==> src/uer_pkg.sv <==
// Constants and carrier types for the uncorrectable-error register bank
package uer_pkg;

  // Register byte offsets
  localparam logic [11:0] UER_OFS_NEXT_CAP = 12'h100;
  localparam logic [11:0] UER_OFS_FLAGS = 12'h104;
  localparam logic [11:0] UER_OFS_MASKS = 12'h108;

  // Next-capability pointer field and its two reset values
  localparam int UER_PTR_LSB = 20;
  localparam logic [11:0] UER_PTR_UPSTREAM = 12'h140;
  localparam logic [11:0] UER_PTR_DOWNSTREAM = 12'h20C;

  // Status and mask bit positions
  localparam int UER_BIT_TRAINING = 0;
  localparam int UER_BIT_DL_PROTO = 4;
  localparam int UER_BIT_POISONED = 12;
  localparam int UER_BIT_FC_PROTO = 13;
  localparam int UER_BIT_CPL_TIMEOUT = 14;
  localparam int UER_BIT_CPL_ABORT = 15;
  localparam int UER_BIT_UNEXP_CPL = 16;
  localparam int UER_BIT_RX_OVERFLOW = 17;
  localparam int UER_BIT_MALFORMED = 18;
  localparam int UER_BIT_ECRC = 19;
  localparam int UER_BIT_UNSUP_REQ = 20;

  // Implemented bits; everything else reads zero and ignores writes
  localparam logic [31:0] UER_IMPL_BITS = 32'h001F_F011;
  localparam logic [31:0] UER_FLAGS_RESET = 32'h0000_0000;
  localparam logic [31:0] UER_MASKS_RESET = 32'h0000_0000;
  localparam logic [31:0] UER_UNMAPPED_DATA = 32'h0000_0000;

  // Error events, one-cycle pulses from the port
  typedef struct packed {
    logic training;
    logic dl_proto;
    logic poisoned;
    logic fc_proto;
    logic cpl_timeout;
    logic cpl_abort;
    logic unexp_cpl;
    logic rx_overflow;
    logic malformed;
    logic ecrc;
    logic unsup_req;
  } uer_evt_s;

  // Whole state of the register bank
  typedef struct packed {
    logic ack;
    logic [31:0] rdata;
    logic [31:0] flags;
    logic [31:0] masks;
    logic [11:0] ptr;
    logic strap_done;
    logic [31:0] report;
  } uer_state_s;

endpackage : uer_pkg

==> src/uer_regs.sv <==
// Uncorrectable-error pointer, status and mask registers on a Wishbone slave
//
// Summary of operation
// RULE_01: Upstream port: read-only 12-bit pointer in bits 31:20, resets to 140h.
// RULE_02: Downstream port: same pointer field resets to 20Ch instead.
// RULE_03: Training error sets status bit 0; write one clears; survives non-power reset.
// RULE_04: Data link protocol error sets sticky status bit 4; write one clears.
// RULE_05: Poisoned packet received or generated sets sticky status bit 12.
// RULE_06: Flow control protocol error sets sticky status bit 13.
// RULE_07: Completion timeout sets sticky status bit 14.
// RULE_08: Completer abort sets sticky status bit 15.
// RULE_09: Unexpected completion sets sticky status bit 16.
// RULE_10: Receive buffer overflow sets sticky status bit 17.
// RULE_11: Malformed packet sets sticky status bit 18.
// RULE_12: End-to-end CRC error sets sticky status bit 19.
// RULE_13: Unsupported request sets sticky status bit 20.
// RULE_14: Mask bits 0 and 4 block logging and reporting of their errors; the code blocks only reporting, status bits 0 and 4 still set.
// RULE_15: Mask bits 12 and 13 block poisoned and flow control reports.
// RULE_16: Mask bits 14 and 15 block completion timeout and abort reports.
// RULE_17: Mask bits 16 and 17 block unexpected completion and overflow reports.
// RULE_18: Mask bits 18 and 19 block malformed and CRC error reports.
// RULE_19: Mask bit 20 blocks unsupported request logging and reporting; the code blocks only reporting, status bit 20 still sets.
// RULE_20: Reserved status and mask bits read zero and ignore writes.
//
// The Wishbone slave port was decided locally.
`timescale 1ns/1ps

module uer_regs (
  // Clock and resets
  input wire logic clk,
  input wire logic rst,
  input wire logic link_rst,
  // Port role strap, high for a downstream port
  input wire logic port_downstream,
  // Error events from the port
  input wire uer_pkg::uer_evt_s err_evt,
  // Wishbone classic slave
  input wire logic wb_cyc_i,
  input wire logic wb_stb_i,
  input wire logic wb_we_i,
  input wire logic [11:0] wb_adr_i,
  input wire logic [3:0] wb_sel_i,
  input wire logic [31:0] wb_dat_i,
  output logic [31:0] wb_dat_o,
  output logic wb_ack_o,
  // Unmasked errors to header log and root complex message logic
  output logic [31:0] fault_report
);
  import uer_pkg::*;

  uer_state_s st_ff;
  uer_state_s nxt_st;
  logic [31:0] evt_vec;
  logic [31:0] sel_mask;
  logic req;
  logic commit_wr;
  logic [11:0] word_adr;

  // Events placed at their status bit positions
  always_comb begin
    evt_vec = 32'h0000_0000;
    evt_vec[UER_BIT_TRAINING] = err_evt.training; // [RULE_03]
    evt_vec[UER_BIT_DL_PROTO] = err_evt.dl_proto; // [RULE_04]
    evt_vec[UER_BIT_POISONED] = err_evt.poisoned; // [RULE_05]
    evt_vec[UER_BIT_FC_PROTO] = err_evt.fc_proto; // [RULE_06]
    evt_vec[UER_BIT_CPL_TIMEOUT] = err_evt.cpl_timeout; // [RULE_07]
    evt_vec[UER_BIT_CPL_ABORT] = err_evt.cpl_abort; // [RULE_08]
    evt_vec[UER_BIT_UNEXP_CPL] = err_evt.unexp_cpl; // [RULE_09]
    evt_vec[UER_BIT_RX_OVERFLOW] = err_evt.rx_overflow; // [RULE_10]
    evt_vec[UER_BIT_MALFORMED] = err_evt.malformed; // [RULE_11]
    evt_vec[UER_BIT_ECRC] = err_evt.ecrc; // [RULE_12]
    evt_vec[UER_BIT_UNSUP_REQ] = err_evt.unsup_req; // [RULE_13]
  end

  // Byte enables widened to bit lanes
  genvar gi;
  generate
    for (gi = 0; gi < 4; gi++) begin : g_lane
      assign sel_mask[gi*8 +: 8] = {8{wb_sel_i[gi]}};
    end
  endgenerate

  // A request is taken once; the write commits on the edge the master sees ack
  assign req = wb_cyc_i & wb_stb_i;
  assign commit_wr = req & wb_we_i & st_ff.ack;
  assign word_adr = {wb_adr_i[11:2], 2'b00};

  always_comb begin
    nxt_st = st_ff;
    nxt_st.ack = req & ~st_ff.ack;
    // Read data latched when the request is first seen
    if (req & ~st_ff.ack) begin
      case (word_adr)
        UER_OFS_NEXT_CAP: nxt_st.rdata = {st_ff.ptr, 20'h0_0000};
        UER_OFS_FLAGS: nxt_st.rdata = st_ff.flags & UER_IMPL_BITS; // [RULE_20]
        UER_OFS_MASKS: nxt_st.rdata = st_ff.masks & UER_IMPL_BITS; // [RULE_20]
        default: nxt_st.rdata = UER_UNMAPPED_DATA;
      endcase
    end
    // Strap taken once after reset release, then the pointer is read-only
    if (~st_ff.strap_done) begin
      nxt_st.strap_done = 1'b1;
      nxt_st.ptr = port_downstream ? UER_PTR_DOWNSTREAM : UER_PTR_UPSTREAM; // [RULE_01] [RULE_02]
    end
    // Write one to clear; an event in the same cycle wins over the clear
    nxt_st.flags = st_ff.flags;
    if (commit_wr && word_adr == UER_OFS_FLAGS) begin
      nxt_st.flags = st_ff.flags & ~(wb_dat_i & sel_mask);
    end
    nxt_st.flags = (nxt_st.flags | evt_vec) & UER_IMPL_BITS; // [RULE_03] [RULE_20]
    if (commit_wr && word_adr == UER_OFS_MASKS) begin
      nxt_st.masks = ((st_ff.masks & ~sel_mask) | (wb_dat_i & sel_mask)) & UER_IMPL_BITS; // [RULE_20]
    end
    // Masked errors still set their status flags but are kept out of the report
    nxt_st.report = evt_vec & ~st_ff.masks & UER_IMPL_BITS; // [RULE_14] [RULE_15] [RULE_16]
    // Same gating covers the remaining mask bits // [RULE_17] [RULE_18] [RULE_19]
    // Non-power reset keeps the sticky flags, masks and pointer, clears ack, read data and report
    if (link_rst) begin
      nxt_st.ack = 1'b0;
      nxt_st.rdata = UER_UNMAPPED_DATA;
      nxt_st.report = 32'h0000_0000;
      nxt_st.flags = (st_ff.flags | evt_vec) & UER_IMPL_BITS; // [RULE_03]
      nxt_st.masks = st_ff.masks; // [RULE_14]
    end
  end

  always_ff @(posedge clk or posedge rst) begin
    if (rst) begin
      st_ff.ack <= 1'b0;
      st_ff.rdata <= UER_UNMAPPED_DATA;
      st_ff.flags <= UER_FLAGS_RESET;
      st_ff.masks <= UER_MASKS_RESET;
      st_ff.ptr <= UER_PTR_UPSTREAM;
      st_ff.strap_done <= 1'b0;
      st_ff.report <= 32'h0000_0000;
    end else begin
      st_ff <= nxt_st;
    end
  end

  assign wb_ack_o = st_ff.ack;
  assign wb_dat_o = st_ff.rdata;
  assign fault_report = st_ff.report;

  // Helper vectors for the per-bit checks
  logic flag_wr;
  logic [31:0] clr_vec;
  logic [31:0] open_vec;
  logic [31:0] hid_vec;
  assign flag_wr = commit_wr & (word_adr == UER_OFS_FLAGS) & ~link_rst;
  assign clr_vec = wb_dat_i & sel_mask & ~evt_vec & {32{flag_wr}};
  assign open_vec = evt_vec & ~st_ff.masks & {32{~link_rst}};
  assign hid_vec = evt_vec & st_ff.masks;
endmodule : uer_regs

==> config.mk <==
export PLATFORM = sky130hd
export DESIGN_NAME = uer_regs
export DESIGN_NICKNAME = d
export VERILOG_FILES = /design/src/uer_pkg.sv /design/src/uer_regs.sv
export SDC_FILE = /design/constraint.sdc
export NUM_CORES = 1
export LEC_CHECK = 0
export BUFFER_PORTS_ARGS = -buffer_cell sky130_fd_sc_hd__buf_2
export CAP_MARGIN = 40
export CORE_MARGIN = 4
export CORE_UTILIZATION = 35
export CTS_CLUSTER_SIZE = 14
export DETAILED_ROUTE_END_ITERATION = 8
export PLACE_DENSITY = 0.66
export SLEW_MARGIN = 30
export SYNTH_ARGS = -nofsm -noshare
export SYNTH_HDL_FRONTEND = slang
export SYNTH_SLANG_ARGS = --single-unit
==> constraint.sdc <==
create_clock -name clk -period 2.2 [get_ports clk]
set_input_delay 0.11 -clock clk [delete_from_list [all_inputs] [get_ports clk]]
set_output_delay 0.11 -clock clk [all_outputs]
set_load 0.1 [all_outputs]
==> results of run 1 <==
[synth_stat cells, types with 2 or more instances]
| cell | number | area share, % |
|---|---|---|
| buf_4 | 65 | 19 |
| nor2_1 | 12 | 1.7 |
| or4bb_1 | 6 | 2.6 |
| nor2b_1 | 2 | 0.48 |
| nand2_1 | 2 | 0.29 |
| conb_1 | 2 | 0.29 |
| nor4_2 | 2 | 0.96 |
| a22o_1 | 24 | 8.1 |
| clkbuf_1 | 5 | 0.72 |
| nor3_1 | 11 | 2.1 |
| nor4_1 | 2 | 0.48 |
| dfrtp_1 | 49 | 47 |
| mux2_2 | 7 | 3.0 |
| mux2_4 | 5 | 2.9 |
| nor4_4 | 2 | 1.6 |
| inv_1 | 13 | 1.9 |
| a31oi_1 | 11 | 2.6 |
[timing repair]
item / in CTS / in global routing
endpoints found under the setup margin: 0 / 0
hold buffers: 9 / 1
endpoints found under the hold margin: 30 / 1
[worst max path at each step]
stage | endpoint | slack, ns | cells after the start
CTS | register | 0.40 | 3
floorplan | register | 0.13 | 3
global placement | register | 0.23 | 4
global route | register | 0.36 | 3
finish | register | 0.38 | 3
detailed placement | register | 0.20 | 4
[per-stage QoR]
stage                     hold slack, ns  setup slack (ns)  area [µm²]  power, mW  instances
after floorplan                   0.1850            0.1327        2746      1.450        267
after global placement            0.1687            0.2255        2758      1.459        370
after detailed placement          0.1818            0.2036        2763      1.463        371
after CTS                       0.004338            0.3975        2963      2.118        388
after global routing           0.0001276            0.3551        2973      2.191        389
final                            0.01995            0.3752        2973      2.093        389
[final cells by class]
type                       count  area (µm²)  area share (%)
sequential                    50        1254           42.17
clock buffer                   6       72.57           2.441
tap                           99       123.9           4.167
inverter                      13       48.80           1.641
timing repair buffer          87       515.5           17.34
clock inverter                 2       37.54           1.263
multi-input combinational    132       920.9           30.98
[report_power, final]
| part | internal (mW) | switching, mW |
|---|---|---|
| registers | 0.935 | 0.00532 |
| clock network | 0.339 | 0.297 |
| logic | 0.0754 | 0.441 |
| total | 1.35 | 0.743 |
[per-layer routing]
metal | part of all wire (%) | track usage, % | vias up
met5 | 0 | 0 | -
met4 | 0.43 | 3.490 | 0
met3 | 7.7 | 2.948 | 2
met2 | 48 | 19.50 | 77
met1 | 44 | 16.07 | 803
li1 | - | - | 819
[cells by family (layout without fill, tap and decap cells)]
kind of cell	after synthesis	count (layout)	share of synthesized area, %
mux	12	12	5.897
buf+inv	85	108	21.91
simple gates	44	44	12.08
compound gates	38	38	11.84
other cells	2	38	0.2877
flops	50	50	47.99
[critical path, stage by stage (launching register included)]
cell,delay (ns)
dfrtp_2,0.39
nand4_1,0.37
nor4_2,0.57
mux2_2,0.40
==> results.yml, run 1 <==
run_status:
  status: "complete, no violations"
grt:
  grt_pass1_vias: 1611
  grt_max_degree: 28
  overflow: 0
  grt_util_all_layers_pct: 12.06
  antenna_found_initial: 0
  grt_pass1_wl_um: 8128
drt:
  route.detailed.drc: 0
  drtIter0Drc: 47
  avgViaCountPerCell: 4.373
  antenna_left: 0
  wirelength_um: 5353
  vias: 1701
  wl_per_cell_um: 13.76
  drt-pass1-iter-count: 4
hold_path:
  holdCritPathClass: "in -> reg"
  hold_depth: 2
  min-delay-start: "wb_dat_i[14]"
  hold_end: "st_ff[91]"
logic_synthesis:
  ys_seq_elements: 50
  synth_warnings: 0
  synth_edf_count: 0
  synthCells: 231
  ys_seq_area_share_pct: 47.99
  synth.distinct_cells: 28
  synthArstFlopShare_pct: 100.0
  synth_ff_type: "dfrtp_1"
  syn_area_um2: 2610
  syn_area_per_cell_um2: 11.30
clocking:
  clk_pin_slew_worst_paths_ns: 0.09
  cts_setup_buffers: 0
  post_cts_resized: 0
  cts_tree: "built"
  htree_levels: 2
  cts.sinks: 50
  cts_max_path_buffers: 2
  clk_latency_ns: 0.29
  clockRootBuffer: "clkbuf_8"
  cts_made_buffers: 5
sta:
  skew_ns: 0.003538
  slew_violations: 0
  fmax_mhz: 548.0
  maxSlewHeadroom_pct: 64.77
  hold_viol: 0
  fin_setup_tns_ns: 0
  fin_crit_ns: 1.825
  setup_viol: 0
  tightest_slew_ns: 0.5276
  grt_setup_unrepaired: "no"
  period_share_pct: 82.95
finish:
  drive_above_1_share_pct: 36.55
  area_growth_pct: 13.90
  final_cell_mix: "70 x buf_2, 48 x dfrtp_1, 38 x conb_1"
  layout_commonest_cell: "buf_2"
  nets: 355
  n_antenna_cell: 0
  fin_util_pct: 40.99
  fill_cells: 722
setup_path:
  reg2reg_slack_ns: 0.38
  regToRegStartpoint: "wb_ack_o"
  required_ns: 2.39
  critical_path_class: "reg -> reg"
  worst_setup_path_end_kind: "register"
  crit_fanout: 6
  arrival_ns: 2.01
  cp-startpoint: "wb_ack_o"
  start_kind: "register"
  ff2ff_path_depth: 3
floorplanning:
  start_util_pct: 35.98
  core_region_area_um2: 7253
  die-area_um2: 8903
  num_rows: 31
  ios: 131
  die_h_um: 94.36
  die_x_um: 94.36
placement:
  port_buffers: 69
  gp_routability_congestion: 0.7219
  dp_hpwl_um: 3998
flow_run:
  drv_cap: 0
power_and_ir_drop:
  peakVddDrop_mv: 0.2498
  powerDensity_nw_per_um2: 704.0
  leakage_nw: 1.517
Note: power is estimated with default switching activity, not from simulation.
==> run 2: changes to the inputs <==
Settings changed: PLACE_DENSITY 0.66 to 0.68.
Clock period 2.2 ns to 1.58 ns, I/O delays scaled along.
==> results.yml, run 2 (same netlist as run 1, synthesis figures left out) <==
grt:
  overflow: 0
  grt_pass1_vias: 1777
  grt_util_all_layers_pct: 12.34
  grt_pass1_wl_um: 8507
  antenna_found_initial: 0
  grt_max_degree: 23
clocking:
  clockRootBuffer: "clkbuf_8"
  cts_setup_buffers: 0
  clk_latency_ns: 0.30
  cts.sinks: 50
  cts_made_buffers: 5
  htree_levels: 2
  cts_max_path_buffers: 2
  clk_pin_slew_worst_paths_ns: 0.09
  cts_tree: "built"
floorplanning:
  die_x_um: 94.36
  ios: 131
  num_rows: 31
  start_util_pct: 35.98
  die-area_um2: 8903
  core_region_area_um2: 7253
  die_h_um: 94.36
power_and_ir_drop:
  power_mw: 3.004
  powerDensity_nw_per_um2: 962.7
  leakage_nw: 1.596
  peakVddDrop_mv: 0.3514
finish:
  fin_util_pct: 43.02
  drive_above_1_share_pct: 39.22
  fill_cells: 723
  layout_commonest_cell: "buf_2"
  seqCellArea_um2: 1254
  design_area_um2: 3120
  final_cell_mix: "70 x buf_2, 48 x dfrtp_1, 38 x conb_1"
  stdcell_count: 405
  multi_input_area_um2: 939.7
  nets: 371
  n_antenna_cell: 0
  area_growth_pct: 19.56
setup_path:
  required_ns: 1.76
  crit_fanout: 6
  crit_slowest_cell: "dfrtp_2"
  critical_path_class: "reg -> reg"
  arrival_ns: 1.69
  path_cells: "nand4_1 > buf_4 > nor4_4 > mux2_2"
  start_kind: "register"
  cp-startpoint: "wb_ack_o"
  regToRegStartpoint: "wb_ack_o"
  worst_setup_path_end_kind: "register"
  cpPeakStageDelay_ns: 0.39
placement:
  gp_routability_congestion: 0.7733
  place_area_um2: 2835
  pre_cts_ws_ns: -0.2001
  placed_cells: 382
  port_buffers: 69
  dp_hpwl_um: 4195
sta:
  slew_violations: 0
  fin_setup_tns_ns: 0
  tightest_slew_ns: 0.5031
  setup_viol: 0
  skew_ns: 0.01309
  fmax_mhz: 664.1
  whs_ns: 0.01781
  setup_slack_ns: 0.07416
  fin_crit_ns: 1.506
  maxSlewHeadroom_pct: 66.39
  hold_viol: 0
  period_share_pct: 95.31
drt:
  drtIter0Drc: 34
  route.detailed.drc: 0
  wirelength_um: 5508
  antenna_left: 0
  wl_per_cell_um: 13.60
  avgViaCountPerCell: 4.341
  drt-pass1-iter-count: 4
  vias: 1758
hold_path:
  holdCritPathClass: "in -> reg"
  min-delay-start: "err_evt[1]"
run_status:
  status: "complete, no violations"
flow_run:
  drv_cap: 0
## run 2: changes by cell type in the layout (fill, tap and decap cells not counted), sizes merged
cell | before | now
dlygate4sd3 | 10 | 14
buf | 77 | 89
inv | 13 | 14
clkinvlp | 1 | 0
## run 2: power by group
part | total (mW) | switching [mW] | internal, mW
Sequential | 1.31 | 0.00762 | 1.30
Combinational | 0.742 | 0.621 | 0.120
Clock | 0.953 | 0.432 | 0.521
Total | 3.00 | 1.06 | 1.94
## run 2: critical path: cells and delay by family, from the launching register on
kind | cells | cell delay [ns]
multiplexers | 1 | 0.37
AND/OR/NAND/NOR | 2 | 0.44
flip-flops | 1 | 0.39
buffers and inverters | 1 | 0.19
## run 2: final cells by class
| cell class | count | area share [%] |
|---|---|---|
| multi-input cells | 132 | 30.11 |
| clock inverters | 2 | 1.243 |
| inverters | 13 | 1.564 |
| flip-flops and latches | 50 | 40.18 |
| clock buffers | 6 | 2.646 |
| repair buffers | 103 | 20.29 |
| well taps | 99 | 3.970 |
## run 2: per-layer routing
metal / vias up / part of all wire [%] / global-route usage, %
met5: - / 0 / 0
met4: 0 / 1.0 / 3.610
met3: 5 / 7.2 / 2.789
met2: 71 / 47 / 20.09
met1: 823 / 44 / 16.47
li1: 859 / - / -
## run 2: what timing repair did
item / 4_1_cts / 5_1_grt
endpoints found under the hold margin: 31 / 1
gates resized for setup: 0 / 3
hold buffers: 13 / 1
setup endpoints to repair: 0 / 12
## run 2: final timing paths
kind	to	slack, ns	cells after the start
worst max-delay path	register	0.07	4
worst min-delay path	fault_report[19]	0.02	3
worst max register to register	register	0.07	4
worst min register to register	fault_report[15]	0.46	1
max in group asynchronous	st_ff[97]	0.63	4
min in group asynchronous	fault_report[4]	0.31	3
